[src/rtl/wcs_pkg.sv]
// Purpose: Shared constants and types for the weld cycle sequencer
// Assumes: 50 MHz mclk, all programmed times in whole milliseconds
// Notes:   Times are given in ms; cycle counts derive from the clock rate
package wcs_pkg;

  localparam int unsigned CLK_HZ        = 50_000_000;
  localparam int unsigned TICK_US       = 1000;
  localparam int unsigned TICK_CYCLES   = (CLK_HZ / 1_000_000) * TICK_US;
  localparam int unsigned TIME_W        = 15;
  localparam int unsigned ENERGY_W      = 24;
  localparam int unsigned SCRUB_MAX_MS  = 150;
  localparam int unsigned BURST_MAX_MS  = 999;
  localparam int unsigned DELAY_MAX_MS  = 30000;
  localparam logic [TIME_W-1:0] TIME_RST = 15'h0000;

  typedef enum logic [1:0] {
    WCS_TRIG_UNTIMED = 2'h0,
    WCS_TRIG_TIMED   = 2'h1
  } wcs_trig_type;

  typedef enum logic [1:0] {
    WCS_METH_TIME   = 2'h0,
    WCS_METH_ENERGY = 2'h1,
    WCS_METH_GROUND = 2'h2
  } wcs_meth_type;

  // Gray sequence in declaration order
  typedef enum logic [2:0] {
    WCS_ST_READY = 3'h0,
    WCS_ST_DELAY = 3'h1,
    WCS_ST_WELD  = 3'h3,
    WCS_ST_SCRUB = 3'h2,
    WCS_ST_HOLD  = 3'h6,
    WCS_ST_ABDLY = 3'h7,
    WCS_ST_BURST = 3'h5,
    WCS_ST_WAIT  = 3'h4
  } wcs_state_type;

endpackage

[src/rtl/wcs_timer_if.sv]
// Purpose: Carrier between sequencer and its millisecond timer
// Assumes: One clock domain
// Notes:   restart zeroes the count; ms_count saturates
`timescale 1ns/1ps
interface wcs_timer_if;
  logic                        restart;
  logic [wcs_pkg::TIME_W-1:0]  ms_count;
  modport ctrl (output restart, input ms_count);
  modport tmr  (input restart, output ms_count);
endinterface

[src/rtl/wcs_ms_timer.sv]
// Purpose: Millisecond phase timer for the weld sequencer
// Assumes: mclk at wcs_pkg::CLK_HZ
// Notes:   Count saturates instead of wrapping so a stuck phase never re-fires
`timescale 1ns/1ps
module wcs_ms_timer #(
  parameter int unsigned TICK = wcs_pkg::TICK_CYCLES
) (
  // Clock and reset
  input  wire logic mclk,
  input  wire logic reset_n,
  // Timer carrier
  wcs_timer_if.tmr  tif
);

  logic [15:0]               pre;
  logic [wcs_pkg::TIME_W-1:0] cnt;
  wire                       tick = (pre == 16'(TICK - 1));
  wire                       sat  = &cnt;

  always_ff @(posedge mclk or negedge reset_n) begin
    if (!reset_n) begin
      pre <= 16'h0000;
      cnt <= wcs_pkg::TIME_RST;
    end else if (tif.restart) begin
      pre <= 16'h0000;
      cnt <= wcs_pkg::TIME_RST;
    end else begin
      pre <= tick ? 16'h0000 : pre + 16'h0001;
      if (tick && !sat)
        cnt <= cnt + 1'b1;
    end
  end

  assign tif.ms_count = cnt;

endmodule

[src/rtl/wcs_sequencer.sv]
// Purpose: Sequences one ultrasonic weld cycle: delay, weld, scrub, hold, afterburst
// Assumes: Pins trigger, stop and ground come from outside and are synchronised here
// Notes:   Settings are sampled live; change them only while ready_to_weld_state is high
`timescale 1ns/1ps
module wcs_sequencer #(
  parameter int unsigned TICK = wcs_pkg::TICK_CYCLES
) (
  // Clock and reset
  input  wire logic                         mclk,
  input  wire logic                         reset_n,
  // Setup
  input  wire logic                         setup_done,
  input  wire logic                         power_option,
  input  wire logic                         multi_probe_unit,
  input  wire wcs_pkg::wcs_trig_type        trig_mode,
  input  wire wcs_pkg::wcs_meth_type        weld_method,
  input  wire logic                         auto_stop_en,
  input  wire logic                         stop_all_position,
  input  wire logic                         stop_as_ground,
  input  wire logic [wcs_pkg::TIME_W-1:0]   delay_ms,
  input  wire logic [wcs_pkg::TIME_W-1:0]   weld_ms,
  input  wire logic [wcs_pkg::TIME_W-1:0]   max_weld_ms,
  input  wire logic [wcs_pkg::TIME_W-1:0]   scrub_ms,
  input  wire logic [wcs_pkg::TIME_W-1:0]   hold_ms,
  input  wire logic [wcs_pkg::TIME_W-1:0]   ab_delay_ms,
  input  wire logic [wcs_pkg::TIME_W-1:0]   ab_dur_ms,
  input  wire logic                         ab_enable,
  input  wire logic [wcs_pkg::ENERGY_W-1:0] energy_target,
  input  wire logic [wcs_pkg::ENERGY_W-1:0] energy_now,
  // Pins
  input  wire logic                         trigger_pin,
  input  wire logic                         auto_stop_pin,
  input  wire logic                         ground_pin,
  // Outputs
  output logic                              sonics_on,
  output logic                              hold_on,
  output logic                              retract,
  output logic                              ready_to_weld_state,
  output logic                              cycle_busy
);

  wcs_pkg::wcs_state_type state;
  wcs_pkg::wcs_state_type next_state;
  logic [1:0] trg_s, stp_s, gnd_s;
  logic       trg_d;
  logic       cap_abort;
  wcs_timer_if tif ();

  wcs_ms_timer #(.TICK(TICK)) u_timer (
    .mclk    (mclk),
    .reset_n (reset_n),
    .tif     (tif)
  );

  // Two-stage sync; logic reads only the second stage, never the first
  always_ff @(posedge mclk or negedge reset_n) begin
    if (!reset_n) begin
      trg_s <= 2'h0;
      stp_s <= 2'h0;
      gnd_s <= 2'h0;
      trg_d <= 1'b0;
    end else begin
      trg_s <= {trg_s[0], trigger_pin};
      stp_s <= {stp_s[0], auto_stop_pin};
      gnd_s <= {gnd_s[0], ground_pin};
      trg_d <= trg_s[1];
    end
  end

  wire trig_lvl  = trg_s[1];
  wire trig_rise = trg_s[1] & ~trg_d;
  wire stop_ok   = auto_stop_en & stp_s[1];
  wire contact   = gnd_s[1] | (multi_probe_unit & stop_as_ground & stop_ok);
  wire stop_cmd  = stop_ok & ~(multi_probe_unit & stop_as_ground);
  wire meth_en   = (weld_method == wcs_pkg::WCS_METH_ENERGY) & power_option;
  wire meth_gnd  = (weld_method == wcs_pkg::WCS_METH_GROUND) & multi_probe_unit;
  wire untimed   = (trig_mode == wcs_pkg::WCS_TRIG_UNTIMED);
  wire [wcs_pkg::TIME_W-1:0] t = tif.ms_count;
  wire [wcs_pkg::TIME_W-1:0] scrub_lim = (scrub_ms > 15'(wcs_pkg::SCRUB_MAX_MS)) ?
                                         15'(wcs_pkg::SCRUB_MAX_MS) : scrub_ms;
  wire [wcs_pkg::TIME_W-1:0] abd_lim = (ab_delay_ms > 15'(wcs_pkg::BURST_MAX_MS)) ?
                                       15'(wcs_pkg::BURST_MAX_MS) : ab_delay_ms;
  wire [wcs_pkg::TIME_W-1:0] abt_lim = (ab_dur_ms > 15'(wcs_pkg::BURST_MAX_MS)) ?
                                       15'(wcs_pkg::BURST_MAX_MS) : ab_dur_ms;
  // Cap timer runs in parallel with scrub, so track max time separately
  logic [wcs_pkg::TIME_W-1:0] weld_t;
  logic [15:0]                weld_pre;

  wire ready_now = setup_done & (state == wcs_pkg::WCS_ST_READY);
  wire start     = ready_now & trig_rise;
  wire rel_end   = ~trig_lvl & ~meth_gnd;
  wire time_end  = ~untimed & ~meth_en & ~meth_gnd & (weld_t >= weld_ms);
  wire nrg_end   = ~untimed & meth_en &
                   ((energy_now >= energy_target) | (weld_t >= max_weld_ms));
  wire max_gnd   = meth_gnd & (weld_t >= max_weld_ms);
  wire weld_end  = rel_end | time_end | nrg_end | max_gnd | stop_cmd;
  wire abort_all = stop_cmd & stop_all_position;

  always_comb begin
    next_state = state;
    case (state)
      wcs_pkg::WCS_ST_READY:
        if (start)
          next_state = (untimed && delay_ms != wcs_pkg::TIME_RST) ? wcs_pkg::WCS_ST_DELAY
                                                          : wcs_pkg::WCS_ST_WELD;
      wcs_pkg::WCS_ST_DELAY:
        if (!trig_lvl || abort_all)
          next_state = wcs_pkg::WCS_ST_WAIT;
        else if (t >= delay_ms)
          next_state = wcs_pkg::WCS_ST_WELD;
      wcs_pkg::WCS_ST_WELD:
        if (abort_all)
          next_state = wcs_pkg::WCS_ST_WAIT;
        else if (max_gnd || weld_end)
          next_state = wcs_pkg::WCS_ST_HOLD;
        else if (meth_gnd && contact)
          next_state = wcs_pkg::WCS_ST_SCRUB;
      wcs_pkg::WCS_ST_SCRUB:
        if (abort_all)
          next_state = wcs_pkg::WCS_ST_WAIT;
        else if (t >= scrub_lim || max_gnd)
          next_state = wcs_pkg::WCS_ST_HOLD;
      wcs_pkg::WCS_ST_HOLD:
        if (t >= hold_ms)
          next_state = ab_enable ? wcs_pkg::WCS_ST_ABDLY : wcs_pkg::WCS_ST_WAIT;
      wcs_pkg::WCS_ST_ABDLY:
        if (t >= abd_lim)
          next_state = wcs_pkg::WCS_ST_BURST;
      wcs_pkg::WCS_ST_BURST:
        if (t >= abt_lim)
          next_state = wcs_pkg::WCS_ST_WAIT;
      wcs_pkg::WCS_ST_WAIT:
        if (!trig_lvl)
          next_state = wcs_pkg::WCS_ST_READY;
      default:
        next_state = wcs_pkg::WCS_ST_READY;
    endcase
  end

  assign tif.restart = (next_state != state);
  wire weld_tick = (weld_pre == 16'(TICK - 1));

  always_ff @(posedge mclk or negedge reset_n) begin
    if (!reset_n) begin
      state               <= wcs_pkg::WCS_ST_READY;
      weld_t              <= wcs_pkg::TIME_RST;
      weld_pre            <= 16'h0000;
      sonics_on           <= 1'b0;
      hold_on             <= 1'b0;
      retract             <= 1'b0;
      ready_to_weld_state <= 1'b0;
      cycle_busy          <= 1'b0;
      cap_abort           <= 1'b0;
    end else begin
      state <= next_state;
      if (state != wcs_pkg::WCS_ST_WELD && state != wcs_pkg::WCS_ST_SCRUB) begin
        weld_t   <= wcs_pkg::TIME_RST;
        weld_pre <= 16'h0000;
      end else begin
        weld_pre <= weld_tick ? 16'h0000 : weld_pre + 16'h0001;
        if (weld_tick && !(&weld_t))
          weld_t <= weld_t + 1'b1;
      end
      sonics_on  <= (next_state == wcs_pkg::WCS_ST_WELD) ||
                    (next_state == wcs_pkg::WCS_ST_SCRUB) ||
                    (next_state == wcs_pkg::WCS_ST_BURST);
      hold_on    <= (next_state == wcs_pkg::WCS_ST_HOLD);
      retract    <= (next_state == wcs_pkg::WCS_ST_ABDLY) ||
                    (next_state == wcs_pkg::WCS_ST_BURST);
      ready_to_weld_state <= setup_done && (next_state == wcs_pkg::WCS_ST_READY);
      cycle_busy <= (next_state != wcs_pkg::WCS_ST_READY);
      cap_abort  <= abort_all;
    end
  end

  // Checks
  a_energy_off: assert property (@(posedge mclk) disable iff (!reset_n)
    state == wcs_pkg::WCS_ST_WELD && nrg_end && !abort_all |=> hold_on && !sonics_on)
    else $error("energy end did not stop sonics");
  a_time_exact: assert property (@(posedge mclk) disable iff (!reset_n)
    state == wcs_pkg::WCS_ST_WELD && !untimed && !meth_en && !meth_gnd && !stop_cmd
      && trig_lvl && weld_t < weld_ms |=> sonics_on)
    else $error("timed weld ended early");
  a_stop_ignored: assert property (@(posedge mclk) disable iff (!reset_n)
    !auto_stop_en |-> !stop_cmd)
    else $error("stop recognised while disabled");
  a_stop_ends: assert property (@(posedge mclk) disable iff (!reset_n)
    state == wcs_pkg::WCS_ST_WELD && stop_cmd |=> !sonics_on)
    else $error("stop did not end weld");
  a_tail_runs: assert property (@(posedge mclk) disable iff (!reset_n)
    state == wcs_pkg::WCS_ST_WELD && stop_cmd && !stop_all_position |=> hold_on)
    else $error("hold skipped on end-of-weld stop");
  a_scrub_cap: assert property (@(posedge mclk) disable iff (!reset_n)
    state == wcs_pkg::WCS_ST_SCRUB |-> t <= 15'(wcs_pkg::SCRUB_MAX_MS))
    else $error("scrub exceeded limit");
  a_max_cap: assert property (@(posedge mclk) disable iff (!reset_n)
    meth_gnd && state == wcs_pkg::WCS_ST_SCRUB && max_gnd && !abort_all |=> !sonics_on)
    else $error("max weld time ignored");
  a_no_retrig: assert property (@(posedge mclk) disable iff (!reset_n)
    state inside {wcs_pkg::WCS_ST_HOLD, wcs_pkg::WCS_ST_ABDLY, wcs_pkg::WCS_ST_BURST,
                  wcs_pkg::WCS_ST_WAIT} |=>
      !(state inside {wcs_pkg::WCS_ST_DELAY, wcs_pkg::WCS_ST_WELD}))
    else $error("retrigger during cycle");
  a_ready_gate: assert property (@(posedge mclk) disable iff (!reset_n)
    state == wcs_pkg::WCS_ST_READY && !setup_done |=> state == wcs_pkg::WCS_ST_READY)
    else $error("trigger accepted before setup");
  c_weld: cover property (@(posedge mclk) disable iff (!reset_n)
    state == wcs_pkg::WCS_ST_WELD ##1 state == wcs_pkg::WCS_ST_HOLD);
  c_scrub: cover property (@(posedge mclk) disable iff (!reset_n)
    state == wcs_pkg::WCS_ST_SCRUB);
  c_burst: cover property (@(posedge mclk) disable iff (!reset_n)
    state == wcs_pkg::WCS_ST_BURST);
  c_abort: cover property (@(posedge mclk) disable iff (!reset_n) cap_abort);

endmodule

[config.mk]
export PLATFORM = sky130hd
export DESIGN_NAME = wcs_sequencer
export DESIGN_NICKNAME = d
export VERILOG_FILES = /design/src/rtl/wcs_pkg.sv /design/src/rtl/wcs_timer_if.sv /design/src/rtl/wcs_ms_timer.sv /design/src/rtl/wcs_sequencer.sv
export SDC_FILE = /design/constraint.sdc
export NUM_CORES = 1
export LEC_CHECK = 0
export BUFFER_PORTS_ARGS = -buffer_cell sky130_fd_sc_hd__buf_2
export CAP_MARGIN = 5
export CORE_AREA = 10 10 196 124
export CTS_CLUSTER_SIZE = 40
export DETAILED_ROUTE_END_ITERATION = 10
export DIE_AREA = 0 0 206 134
export SLEW_MARGIN = 20
export SYNTH_ARGS = -nofsm -noshare
export SYNTH_HDL_FRONTEND = slang
export SYNTH_HIERARCHICAL = 1
export SYNTH_SLANG_ARGS = --single-unit
[constraint.sdc]
create_clock -name mclk -period 5.1 [get_ports mclk]
set_input_delay 1.02 -clock mclk [delete_from_list [all_inputs] [get_ports mclk]]
set_output_delay 1.02 -clock mclk [all_outputs]
set_load 0.02 [all_outputs]
# Yosys cells after proc, flatten, opt, wreduce, memory -nomap -nowiden
# Index checks and enable logic that the tools add are counted.
[totals] latchBits=0 rom_bits=0 mem_bits_rw=0 word_cells=127 mem_count=0 out_inout_bits=5 register_bits=77
[op_classes] mux=26 n_lt_le_gt_ge=11 n_bitwise=29 n_reduce_logical=24 multipliers=0 eq_ne=19 add_sub_neg=4 n_div=0 shift=0
[op_table] cell="$ge A15 B15 Y1" n=7
[op_table] cell="$mux W15" n=7
[op_table] cell="$mux W16" n=4
[op_table] cell="$mux W3" n=12
[op_table] cell="$add A16 B1 Y16 const B" n=2
[op_table] cell="$eq A16 B16 Y1 const B" n=2
[op_table] cell="$add A15 B1 Y15 const B" n=2
[op_table] cell="$gt A15 B10 Y1 const B" n=2
[op_table] cell="$reduce_and A15 Y1" n=2
[op_table] cell="$ge A24 B24 Y1" n=1
[op_table] cell="$pmux W3 S8" n=1
[op_table] cell="$eq A3 B3 Y1 const B" n=7
[op_table] cell="$and A1 B1 Y1" n=17
[op_table] cell="$gt A15 B8 Y1 const B" n=1
[op_table] cell="$reduce_bool A15 Y1" n=1
[op_table] cell="$eq A3 B2 Y1 const B" n=4
[op_table] cell="$logic_and A1 B1 Y1" n=6
[op_table] cell="$logic_not A3 Y1" n=2
[op_table] cell="$logic_or A1 B1 Y1" n=6
[op_table] cell="$ne A3 B2 Y1 const B" n=2
[op_table] cell="$not A1 Y1" n=6
[op_table] cell="$or A1 B1 Y1" n=6
[op_table] cell="$mux W2" n=2
[op_table] cell="$reduce_bool A2 Y1" n=2
[op_table] cell="7 further kinds" n=9

# Longest topological paths before layout
# Gate-level depths: netlist (run 1).
[depth] depth_word=17 mapped_depth=18 ltp_nobuf=16

# Cells and area by module
# Netlist (run 1), hierarchy kept.
[by_module_without_submodules] mod="wcs_sequencer" cells_each=670 area_each_um2=5506.5 n_inst=1
[by_module_without_submodules] mod="wcs_ms_timer" cells_each=158 area_each_um2=1611.5 n_inst=1

# Worst setup path before layout (run 1)
# No wires, ideal clock.
[synth_timing] kind="input to register" startpoint="input ab_dur_ms[14] (netlist bit)" endpoint="register u_timer.cnt, in the netlist u_timer/tif.ms_count[0]" arrival_time_ns=4.269 required_ns=4.975 stages=16 setup_time_ns=0.125 setup_slack_ns=0.706 path_cell_list="nor3_1 -> nand2_1 -> or3_1 -> ha_1 -> nand2b_1 -> a211oi_1 -> or3_1 -> a311oi_1 -> o21ai_2 -> o21bai_4 -> xnor2_1 -> o21ai_0 -> clkbuf_1 -> or4_4 -> nand2_2 -> mux2_4"
[synth_between] elab_chain_cells=7 word_cells_on_any_way=8
[synth_lines] item="from (decl)" line_no="wcs_sequencer.sv:26" rtl="input wire logic [wcs_pkg::TIME_W-1:0] ab_dur_ms,"
[synth_lines] item="$gt A15 B10 Y1" line_no="wcs_sequencer.sv:83" rtl="wire [wcs_pkg::TIME_W-1:0] abt_lim = (ab_dur_ms > 15'(wcs_pkg::BURST_MAX_MS)) ?"
[synth_lines] item="$mux W15 (*)" line_no="wcs_sequencer.sv:83"
[synth_lines] item="$ge A15 B15 Y1 (*)" line_no="wcs_sequencer.sv:130" rtl="if (t >= abt_lim)"
[synth_lines] item="$mux W3 (*)" line_no="wcs_sequencer.sv:130"
[synth_lines] item="$pmux W3 S8 (*)" line_no="wcs_sequencer.sv:101" rtl="case (state)"
[synth_lines] item="$ne A3 B3 Y1 (*)" line_no="wcs_sequencer.sv:140" rtl="assign tif.restart = (next_state != state);"
[synth_lines] item="named net tif.restart" line_no="wcs_timer_if.sv:6" rtl="logic restart;"
[synth_lines] item="$mux W15 / $reduce_bool A2 Y1 (equally long branches)"
[synth_lines] item="to (signal assigned)" line_no="wcs_ms_timer.sv:23" rtl="cnt <= wcs_pkg::TIME_RST;"
[synth_lines] item="to (signal assigned)" line_no="wcs_ms_timer.sv:26" rtl="cnt <= wcs_pkg::TIME_RST;"
[synth_lines] item="to (signal assigned)" line_no="wcs_ms_timer.sv:30" rtl="cnt <= cnt + 1'b1;"
[synth_lines] item="to (decl)" line_no="wcs_ms_timer.sv:16" rtl="logic [wcs_pkg::TIME_W-1:0] cnt;"
# The timed path passes the listed nets; every way through them passes the cells marked *.
# A chain may end at the register's enable or synchronous reset.

# Worst setup path in the final report (run 1)
[layout_timing] startpoint="input ab_delay_ms[13] (netlist bit)" endpoint="register u_timer.cnt, in the netlist u_timer/tif.ms_count[0]"
[layout_between] elab_chain_cells=7 word_cells_on_any_way=8
[layout_lines] item="from (decl)" line_no="wcs_sequencer.sv:25" rtl="input wire logic [wcs_pkg::TIME_W-1:0] ab_delay_ms,"
[layout_lines] item="$gt A15 B10 Y1" line_no="wcs_sequencer.sv:81" rtl="wire [wcs_pkg::TIME_W-1:0] abd_lim = (ab_delay_ms > 15'(wcs_pkg::BURST_MAX_MS)) ?"
[layout_lines] item="$mux W15 (*)" line_no="wcs_sequencer.sv:81"
[layout_lines] item="$ge A15 B15 Y1 (*)" line_no="wcs_sequencer.sv:127" rtl="if (t >= abd_lim)"
[layout_lines] item="$mux W3 (*)" line_no="wcs_sequencer.sv:127"
[layout_lines] item="$pmux W3 S8 (*)" line_no="wcs_sequencer.sv:101"
[layout_lines] item="$ne A3 B3 Y1 (*)" line_no="wcs_sequencer.sv:140"
[layout_lines] item="named net tif.restart" line_no="wcs_timer_if.sv:6"
[layout_lines] item="$mux W15 / $reduce_bool A2 Y1 (equally long branches)"
# Marked as above.

==> results of run 1 <==
[sequential cells by signal (all words and copies together), names as in the netlist]
register and cells:
u_timer/pre 16, weld_pre 16, u_timer/tif.ms_count 15, weld_t 15, state 3, gnd_s 2
stp_s 2, trg_s 2, cycle_busy 1, hold_on 1, ready_to_weld_state 1, retract 1
sonics_on 1, trg_d 1
[path summary, 6_finish.rpt]
check / from / endpoint / cells past startpoint
max: ab_delay_ms[13] / u_timer/tif.ms_count[0] / 16
min: stp_s[0] / stp_s[1] / 0
max reg2reg: u_timer/tif.ms_count[3] / u_timer/tif.ms_count[0] / 12
min reg2reg: stp_s[0] / stp_s[1] / 0
max in group asynchronous: reset_n / weld_t[12] / 1
min in group asynchronous: reset_n / u_timer/pre[5] / 1
[per-stage QoR]
stage | power, mW | std cells | worst slack (ns)
final | 1.99 | 1304 | 0.736
after global routing | 2.14 | 1304 | 0.336
after floorplan | 1.15 | 844 | 0.706
after global placement | 1.38 | 1290 | 0.433
after CTS | 2.02 | 1304 | 0.738
after detailed placement | 1.38 | 1290 | 0.381
[synthesized netlist by cell type (3+ instances only)]
| cell | count | area (um^2) |
|---|---|---|
| nor2_1 | 97 | 364 |
| a21oi_1 | 36 | 180 |
| or2_2 | 4 | 25.0 |
| nand3_1 | 27 | 135 |
| inv_1 | 95 | 357 |
| nor4b_1 | 4 | 35.0 |
| xor2_1 | 27 | 236 |
| clkbuf_1 | 6 | 22.5 |
| a211o_1 | 3 | 26.3 |
| a211oi_1 | 11 | 82.6 |
| nor3_1 | 22 | 110 |
| a31oi_1 | 3 | 18.8 |
| o21ai_0 | 31 | 155 |
| xnor2_1 | 25 | 219 |
| o211ai_1 | 4 | 30.0 |
| nand2b_1 | 5 | 31.3 |
| and3_1 | 17 | 106 |
| dfrtp_1 | 77 | 1930 |
| a311oi_1 | 5 | 43.8 |
| nand4_1 | 30 | 188 |
| nor2b_1 | 8 | 50.1 |
| nand2_1 | 50 | 188 |
| a2111oi_0 | 3 | 26.3 |
| o21a_1 | 3 | 22.5 |
| or3_1 | 6 | 37.5 |
| and4_1 | 8 | 70.1 |
| a21o_1 | 20 | 150 |
| ha_1 | 133 | 1660 |
| nor4_1 | 6 | 37.5 |
| mux2i_1 | 3 | 30.0 |
[layer usage]
metal / GRT usage / share of wire / vias up
met1: 0.213 / 0.53 / 2865
met3: 0.0296 / 0.076 / 2
met4: 0.0210 / 0.0015 / 0
li1: - / - / 3327
met5: 0 / 0 / -
met2: 0.205 / 0.39 / 156
[kinds of logic (layout without fill, tap and decap cells)]
kind of cell    Yosys count  in the layout  share of synthesized area
mux                       5              5                    0.00791
xor+xnor                 52             52                     0.0640
simple gates            308            308                      0.227
flops                    77             77                      0.271
other cells               1             17                   0.000527
compound gates          146            146                      0.139
fa+ha+maj               133            133                      0.234
buf+inv                 106            287                     0.0575
[power by group]
part           leakage (nW)  total [mW]  internal (mW)  switching (mW)
Clock                 0.136       0.623          0.386           0.237
Sequential             1.05       0.704          0.655          0.0489
Combinational          3.49       0.660          0.269           0.391
Total                  4.68        1.99           1.31           0.678
[area by class of cell]
| type | count | area (um^2) | area share |
|---|---|---|---|
| repair buffers | 178 | 910 | 0.105 |
| clock buffers | 10 | 239 | 0.0276 |
| well taps | 279 | 349 | 0.0402 |
| multi-input cells | 661 | 4840 | 0.558 |
| inverters | 95 | 357 | 0.0411 |
| flip-flops and latches | 77 | 1930 | 0.222 |
| clock inverters | 4 | 50.0 | 0.00577 |
[worst max-delay path, delay by kind of cell]
family | cells | cell delay [ns]
adder cells (fa/ha/maj) | 1 | 0.27
AND/OR/NAND/NOR | 7 | 1.76
buffers and inverters | 1 | 0.10
multiplexers | 2 | 0.43
AO/OA/AOI/OAI | 5 | 0.99
==> metrics.cfg, run 1 <==
[outcome]
status = finished clean

[sta]
worst_slew_margin_rel = 0.518
drv_slew = 0
timing.final.hold_violations = 0
setup_total_negative_slack_ns = 0
rsz0062_at_grt = false
fmax_mhz = 229
hold-worst-slack_ns = 0.347
worst_clock_skew_ns = 0.00626
worstMarginPinSlew_ns = 0.723
final_period_minus_worst_setup_slack_ns = 4.36
fin_crit_sh = 0.856
timing.final.setup_violations = 0

[place]
gp_routability_congestion = 0.859
placement.cell_area_um2 = 8380
place.detailed.hpwl_mm = 16.8
buffer_ports.inserted = 173

[worst_setup_path]
crit_path_max_incr_delay_ns = 0.65
cp_cell_sequence = buf_2 > nor3_1 > nand2_1 > or3_1 > ha_1 > nand2b_1 > a31oi_1 > o211ai_1 > a21oi_1 > a211oi_1 > mux2i_1 > nor2_1 > o21ai_0 > or4_4 > nand2_2 > mux2_4
worst-endpoint-arrival_ns = 4.58
critical_path.slowest_cell = or4_4
setup.worst_path.start_class = input pin
worstPathMaxFanout = 13
reg2reg_slack_ns = 1.17
critPathKind = in -> reg
critical_path.endpoint_type = flop
timing.critical_path.required_ns = 5.31

[finish]
area_growth_syn_to_layout_pct = 21.8
antenna_cells = 0
fill_cells = 2107
fraction_of_layout_instances_using_a_drive_strength_above_1 = 0.211
count_of_nets_after_finishing = 1324
most_common_cell_after_layout_fill_and_taps_aside = buf_2
finalInstanceArea_um2 = 8670
layout.cells.most_common_list = buf_2 (172), ha_1 (133), nor2_1 (97)
final_util = 0.418

[clock_tree]
clk_pin_slew_worst_paths_ns = 0.06
cts_tree = yes
clock_tree.root_cell = clkbuf_16
clock-sinks = 77
post-cts-setup-buffer-count = 0
insertion_delay_ns = 0.33
tritoncts.num_buffers = 9
post_cts.resized_instances = 0
cts_hold_repair.buffers = 0
cts.path.max_buffers = 2
cts_max_level = 3

[grt]
antenna_found_initial = 0
grt_start_max_net_pins = 78
globalRouteTotalUtil = 0.142
globalRoute.totalOverflow = 0
grt_first_pass_wirelength_mm = 32.6
grt_pass1_vias = 6489

[floorplanning]
rows = 41
core_area_um2 = 20700
floorplan.die_area_um2 = 27600
die_h_um = 134
start_util = 0.343
ioPinCount = 174
die_width_um = 206

[route]
drt_pre_antenna_iters = 4
drc = 0
drt-total-wl_mm = 20.1
final_antenna_net_count = 0
detailedRoute.firstIterationViolations = 360
post_drt_wl_per_cell_um = 15.4
avgViaCountPerCell = 4.87
routed-via-count = 6350

[pwr]
peakVddDrop_v = 0.000174
pwr_density_cell_nw_per_um2 = 229
power.static_leakage_nw = 4.68

[synthesis]
netlist_instances = 828
summed_instance_area_of_the_synthesized_netlist_um2 = 7120
yosys_warnings = 6
postSynth.asyncResetShare = 1.00
synthFlopType = dfrtp_1
synth_sequential_area_ratio = 0.271
syn-mean-instance-area_um2 = 8.60
ys_ff_latch = 77
post_synth_num_cell_types = 76
synth-edff-count = 0

[hold_path]
holdCritPathClass = reg -> reg

[run]
maxCapViolCount = 0

Note: power is estimated with default switching activity, not from simulation.
==> run 2, diff against run 1 <==
--- a/config.mk
+++ b/config.mk
@@ -7,12 +7,11 @@
 export LEC_CHECK = 0
 export BUFFER_PORTS_ARGS = -buffer_cell sky130_fd_sc_hd__buf_2
 export CAP_MARGIN = 5
-export CORE_AREA = 10 10 196 124
+export CORE_AREA = 10 10 195 124
 export CTS_CLUSTER_SIZE = 40
 export DETAILED_ROUTE_END_ITERATION = 10
-export DIE_AREA = 0 0 206 134
+export DIE_AREA = 0 0 205 134
 export SLEW_MARGIN = 20
 export SYNTH_ARGS = -nofsm -noshare
 export SYNTH_HDL_FRONTEND = slang
-export SYNTH_HIERARCHICAL = 1
 export SYNTH_SLANG_ARGS = --single-unit
==> run 2 against run 1 <==
Compared with the run above:
- cell area fell by 0.97%
- sequential share of layout area grew 0.22 points
- highest routed layer is now met5
- total power grew 1.4%
- clock power shrank 0.6%
- count of clock-buffer cells in the layout is 1 lower
- global-route usage up 0.20 points
- worst setup slack better by 0.41 ns
- largest power group unchanged
- cell count increased by 0.61%
- register-to-register slack better by 0.65 ns
- sequential power rose by 1%
- first-iteration DRC count is 3.1% lower
==> metrics.cfg, run 2 <==
[outcome]
status = finished clean

[pwr]
total_power_mw = 2.01
pwr_density_cell_nw_per_um2 = 235
power.static_leakage_nw = 4.47
peakVddDrop_v = 0.000228

[worst_setup_path]
setup.worst_path.end = u_timer.pre[15]
crit_path_start = ab_delay_ms[5]
setup.worst_path.start_class = input pin
rr_startpoint = weld_t[2]
r2r-end = u_timer.pre[15]
worstPathMaxFanout = 31
worstRegToRegCells = 11
critical_path.endpoint_type = flop
timing.critical_path.required_ns = 5.33
critPathKind = in -> reg
reg2reg_slack_ns = 1.82
worst-endpoint-arrival_ns = 4.19

[route]
drt-total-wl_mm = 19.8
post_drt_wl_per_cell_um = 15.1
avgViaCountPerCell = 4.90
routed-via-count = 6429
drt_pre_antenna_iters = 4
final_antenna_net_count = 0
drc = 0
detailedRoute.firstIterationViolations = 349

[grt]
globalRoute.totalOverflow = 0
grt_most_used_layer = met2
grt_util_met2 = 0.211
grt_first_pass_wirelength_mm = 32.9
grt_start_max_net_pins = 78
grt_use_met1 = 0.210
globalRouteTotalUtil = 0.144
antenna_found_initial = 2
grt_pass1_vias = 6538
global_route.usage.met3 = 0.0392

[synthesis]
yosys.area_share.xor_xnor = 0.0645
post_synth_num_cell_types = 61
postSynth.asyncResetShare = 1.00
synth.largest_area_cell = dfrtp_1
synth-adder-area-share = 0.236
summed_instance_area_of_the_synthesized_netlist_um2 = 7060
yosys-top-cells-count = ha_1 (133), inv_1 (94), dfrtp_1 (77), nor2_1 (76), nand2_1 (74)
yosys.area.top_type_share = 0.273
yosys-mux-area-fraction = 0.00284
synthFlopType = dfrtp_1
synth_compound_area_frac = 0.133
synthSimpleGateAreaFrac = 0.232
netlist_instances = 837
ys_ff_latch = 77
top_cells_by_area_synth = dfrtp_1 (27%), ha_1 (24%), inv_1 (5.0%)
combinational_family_with_the_most_area_after_synthesis = adder cells
synth_sequential_area_ratio = 0.273
yosys_warnings = 0
syn-mean-instance-area_um2 = 8.43
synthMostInstantiatedCell = ha_1
synth-edff-count = 0

[clock_tree]
post_cts.resized_instances = 0
insertion_delay_ns = 0.33
cts.path.max_buffers = 2
post-cts-setup-buffer-count = 0
clk_pin_slew_worst_paths_ns = 0.06
cts_hold_repair.buffers = 0
clock-sinks = 77
cts_max_level = 3
tritoncts.num_buffers = 9
clock_tree.root_cell = clkbuf_16
cts_tree = yes

[finish]
fraction_of_layout_instances_using_a_drive_strength_above_1 = 0.202
largestRegisters = u_timer.pre (16), weld_pre (16)
antenna_cells = 0
fill_cells = 2108
most_common_cell_after_layout_fill_and_taps_aside = buf_2
count_of_nets_after_finishing = 1330
area_growth_syn_to_layout_pct = 21.7
layout.cells.most_common_list = buf_2 (172), ha_1 (133), inv_1 (94)

[floorplanning]
die_width_um = 205
floorplan.die_area_um2 = 27500
rows = 41
core_area_um2 = 20600
start_util = 0.343
die_h_um = 134
ioPinCount = 174

[sta]
worstMarginPinSlew_ns = 0.992
rsz0062_at_grt = false
fin_crit_sh = 0.776
worst_slew_margin_rel = 0.339
worst_clock_skew_ns = 0.0148
hold-worst-slack_ns = 0.351
timing.final.hold_violations = 0
fmax_mhz = 253
setup_total_negative_slack_ns = 0
timing.final.setup_violations = 0
drv_slew = 0
finalWorstSetupSlack_ns = 1.14
final_period_minus_worst_setup_slack_ns = 3.96

[place]
pre_cts_ws_ns = 0.793
buffer_ports.inserted = 173
place.detailed.hpwl_mm = 16.5
gp_routability_congestion = 0.822

[hold_path]
holdCritPathClass = reg -> reg

[run]
maxCapViolCount = 0

[run 2: layout make-up]
type / instances / area [um^2] / share of cell area
inverter: 94 / 353 / 0.0411
tap: 279 / 349 / 0.0406
multi-input combinational: 670 / 4780 / 0.556
clock inverter: 7 / 65.1 / 0.00757
timing repair buffer: 176 / 891 / 0.104
clock buffer: 9 / 225 / 0.0262
sequential: 77 / 1930 / 0.224
[run 2: cell families after synthesis]
kind of cell | Yosys count
mux | 2
simple gates | 321
other cells | 1
xor+xnor | 52
fa+ha+maj | 133
flops | 77
buf+inv | 106
compound gates | 145
[run 2: critical path, stage by stage]
cell and delay [ns]:
buf_2 0.09, nand4_1 0.10, nor4b_1 0.54, or3_1 0.20
ha_1 0.22, nand2b_1 0.14, a31oi_1 0.16, o211ai_1 0.13
a211oi_1 0.44, a31oi_1 0.15, o311a_1 0.17, a211o_1 0.28
buf_4 0.25, nor4_1 0.30
[run 2: report_power, final]
part	internal, mW	leakage [nW]	switching [mW]	total (mW)
logic	0.237	3.29	0.447	0.685
clock network	0.343	0.141	0.277	0.619
registers	0.650	1.04	0.0607	0.711
total	1.23	4.47	0.784	2.01
[run 2: how the worst min path moves through the flow]
stage                         from        to  cells past startpoint
after global routing      gnd_s[0]  gnd_s[1]                      0
final                     gnd_s[0]  gnd_s[1]                      0
after detailed placement  gnd_s[0]  gnd_s[1]                      0
after floorplan           gnd_s[0]  gnd_s[1]                      0
after global placement    gnd_s[0]  gnd_s[1]                      0
after CTS                 gnd_s[0]  gnd_s[1]                      0
[run 2: through the flow]
stage               utilization  cell area [um^2]  cells
detailed placement        0.403              8300   1296
CTS                       0.418              8590   1312
floorplan                     -              7120    853
global route              0.418              8590   1312
global placement          0.403              8300   1296
finish                    0.418              8590   1312
[run 2: routing by layer]
layer / part of all wire / routed length, um / up-vias
met2: 0.42 / 8300 / 124
met4: 0.0017 / 33 / 2
li1: - / - / 3346
met1: 0.52 / 10400 / 2953
met3: 0.055 / 1100 / 4
met5: 0.00066 / 13 / -
==> run 3, diff against run 2 <==
--- a/config.mk
+++ b/config.mk
@@ -5,12 +5,13 @@
 export SDC_FILE = /design/constraint.sdc
 export NUM_CORES = 1
 export LEC_CHECK = 0
+export ABC_AREA = 1
 export BUFFER_PORTS_ARGS = -buffer_cell sky130_fd_sc_hd__buf_2
 export CAP_MARGIN = 5
-export CORE_AREA = 10 10 195 124
+export CORE_AREA = 10 10 205 130
 export CTS_CLUSTER_SIZE = 40
 export DETAILED_ROUTE_END_ITERATION = 10
-export DIE_AREA = 0 0 205 134
+export DIE_AREA = 0 0 215 140
 export SLEW_MARGIN = 20
 export SYNTH_ARGS = -nofsm -noshare
 export SYNTH_HDL_FRONTEND = slang
==> constraint.sdc (replaced) <==
create_clock -name mclk -period 3.9 [get_ports mclk]
set_input_delay 0.78 -clock mclk [delete_from_list [all_inputs] [get_ports mclk]]
set_output_delay 0.78 -clock mclk [all_outputs]
set_load 0.02 [all_outputs]
==> run 3 against run 2 <==
Compared with the run above:
- routed wire length increased by 17%
- flip-flop and latch count did not move
- sequential share of layout area down 2.2 points
- worst hold slack worse by 0.0015 ns
- cell count up 25%
- non-clock buffer count down 2
- register-to-register slack worse by 0.96 ns
- critical path type unchanged
- critical endpoint is now u_timer.tif.ms_count[6]
- largest cell class unchanged
==> metrics.cfg, run 3 <==
[floorplanning]
start_util = 0.347
die_width_um = 215
core_area_um2 = 22800
ioPinCount = 174
floorplan.die_area_um2 = 30100
die_h_um = 140
rows = 43

[worst_setup_path]
critPathKind = in -> reg
setup.worst_path.start_class = input pin
setup.worst_path.end = u_timer.tif.ms_count[6]
crit_path_start = scrub_ms[2]
rr_startpoint = u_timer.tif.ms_count[5]
timing.critical_path.required_ns = 4.17
reg2reg_slack_ns = 0.86
critical_path.endpoint_type = flop
worst-endpoint-arrival_ns = 3.78
worstPathMaxFanout = 15
worstRegToRegCells = 10
r2r-end = u_timer.tif.ms_count[2]

[grt]
grt_first_pass_wirelength_mm = 38.1
antenna_found_initial = 1
grt_pass1_vias = 7324
globalRoute.totalOverflow = 0
globalRouteTotalUtil = 0.152
grt_start_max_net_pins = 78

[synthesis]
netlist_instances = 1129
post_synth_num_cell_types = 47
synth-adder-area-share = 0.211
synth-edff-count = 0
yosys.area_share.xor_xnor = 0.0333
postSynth.asyncResetShare = 1.00
summed_instance_area_of_the_synthesized_netlist_um2 = 7900
yosys-top-cells-count = nand2_1 (259), inv_1 (202), ha_1 (133), nor2_1 (116), dfrtp_1 (77)
syn-mean-instance-area_um2 = 6.99
synth.largest_area_cell = dfrtp_1
yosys-mux-area-fraction = 0
top_cells_by_area_synth = dfrtp_1 (24%), ha_1 (21%), nand2_1 (12%)
synthSimpleGateAreaFrac = 0.328
yosys.area.top_type_share = 0.244
yosys_warnings = 0
synthFlopType = dfrtp_1
synthMostInstantiatedCell = nand2_1
synth_compound_area_frac = 0.0786
synth_sequential_area_ratio = 0.244
ys_ff_latch = 77
combinational_family_with_the_most_area_after_synthesis = simple AND/OR/NAND/NOR gates

[sta]
drv_slew = 0
setup_total_negative_slack_ns = 0
worstMarginPinSlew_ns = 0.979
timing.final.hold_violations = 0
finalWorstSetupSlack_ns = 0.389
fmax_mhz = 285
rsz0062_at_grt = false
worst_slew_margin_rel = 0.347
timing.final.setup_violations = 0
final_period_minus_worst_setup_slack_ns = 3.51
fin_crit_sh = 0.900
worst_clock_skew_ns = 0.00805

[clock_tree]
insertion_delay_ns = 0.33
clock_tree.root_cell = clkbuf_16
cts_hold_repair.buffers = 0
tritoncts.num_buffers = 9
clk_pin_slew_worst_paths_ns = 0.06
post_cts.resized_instances = 0
cts.path.max_buffers = 2
cts_max_level = 3
clock-sinks = 77
cts_tree = yes
post-cts-setup-buffer-count = 0

[finish]
non_filler_cells_final = 1643
most_common_cell_after_layout_fill_and_taps_aside = nand2_1
largestRegisters = u_timer.pre (16), weld_pre (16)
layout.cells.most_common_list = nand2_1 (259), inv_1 (202), buf_2 (172)
count_of_nets_after_finishing = 1624
fill_cells = 2370
fraction_of_layout_instances_using_a_drive_strength_above_1 = 0.172
final_util = 0.418
area_growth_syn_to_layout_pct = 20.4

[place]
dp.cells = 1626
place.detailed.hpwl_mm = 19.4
gp_routability_congestion = 0.894
buffer_ports.inserted = 173
pre_cts_ws_ns = 0.0814

[hold_path]
holdCritPathClass = reg -> reg

[route]
post_drt_wl_per_cell_um = 14.1
detailedRoute.firstIterationViolations = 499
avgViaCountPerCell = 4.66
drt_pre_antenna_iters = 5
drt-total-wl_mm = 23.2
final_antenna_net_count = 0
drc = 0
routed-via-count = 7650

[run]
maxCapViolCount = 0

[pwr]
pwr_density_cell_nw_per_um2 = 216
peakVddDrop_v = 0.000157
total_power_mw = 2.05
power.static_leakage_nw = 5.33

[outcome]
status = finished clean

-- run 3: changes by cell type after synthesis, sizes merged, moves of 6 or more --
cell   delta
nor2     +54
a21o     -13
nand4     -8
nand2   +190
xnor2    -17
and3      -7
inv     +111
nor3b    +10
nand3    +36
nor2b     -9
a21oi     +6
-- run 3: worst min path at each step --
stage	from	endpoint	slack, ns	depth (start not counted)
after floorplan	gnd_s[0]	gnd_s[1]	0.33	0
after detailed placement	gnd_s[0]	gnd_s[1]	0.34	0
final	gnd_s[0]	gnd_s[1]	0.35	0
after global placement	stp_s[0]	stp_s[1]	0.33	0
after CTS	gnd_s[0]	gnd_s[1]	0.35	0
after global routing	stp_s[0]	stp_s[1]	0.37	0
-- run 3: per-layer routing --
| metal | up-vias | track usage | share of wire |
|---|---|---|---|
| met5 | - | 0 | 0 |
| met4 | 0 | 0.0292 | 0.0067 |
| met3 | 17 | 0.0234 | 0.054 |
| met2 | 195 | 0.219 | 0.40 |
| met1 | 3385 | 0.232 | 0.54 |
| li1 | 4053 | - | - |
-- run 3: worst max-delay path, cell delays in order --
cell	delay (ns)
buf_2	0.10
nand2_1	0.06
nor2_1	0.04
o21a_1	0.16
o31ai_1	0.25
nand2_1	0.17
inv_1	0.12
nand2_1	0.06
ha_1	0.28
nand2_1	0.10
nor3_1	0.05
nand3_1	0.06
nand3_1	0.06
a21oi_1	0.12
nand2_1	0.07
nand2_1	0.06
nand3_1	0.07
a21oi_1	0.23
o211ai_2	0.26
nor2_8	0.30
buf_4	0.20
nand3_1	0.08
nand2_1	0.09
-- run 3: cell families after synthesis --
logic type / count (synthesis)
simple gates: 568
buf+inv: 213
fa+ha+maj: 133
compound gates: 107
flops: 77
xor+xnor: 30
other cells: 1
-- run 3: power breakdown --
part	switching, mW	internal [mW]	total, mW
Clock	0.330	0.596	0.927
Sequential	0.0158	0.815	0.831
Combinational	0.158	0.135	0.294
Total	0.505	1.55	2.05
-- run 3: through the flow --
step	area, um^2	hold slack [ns]
after floorplan	7960	0.331
after global placement	9170	0.334
after detailed placement	9170	0.336
after CTS	9500	0.350
after global routing	9500	0.368
final	9500	0.349
-- run 3: final cells by class --
| cell class | count | area (um^2) | area share |
|---|---|---|---|
| clock buffer | 11 | 253 | 0.0266 |
| inverter | 205 | 769 | 0.0810 |
| tap | 315 | 394 | 0.0415 |
| antenna | 1 | 2.50 | 0.000263 |
| clock inverter | 5 | 81.3 | 0.00856 |
| timing repair buffer | 174 | 876 | 0.0922 |
| sequential | 77 | 1930 | 0.203 |
| multi-input combinational | 855 | 5200 | 0.547 |
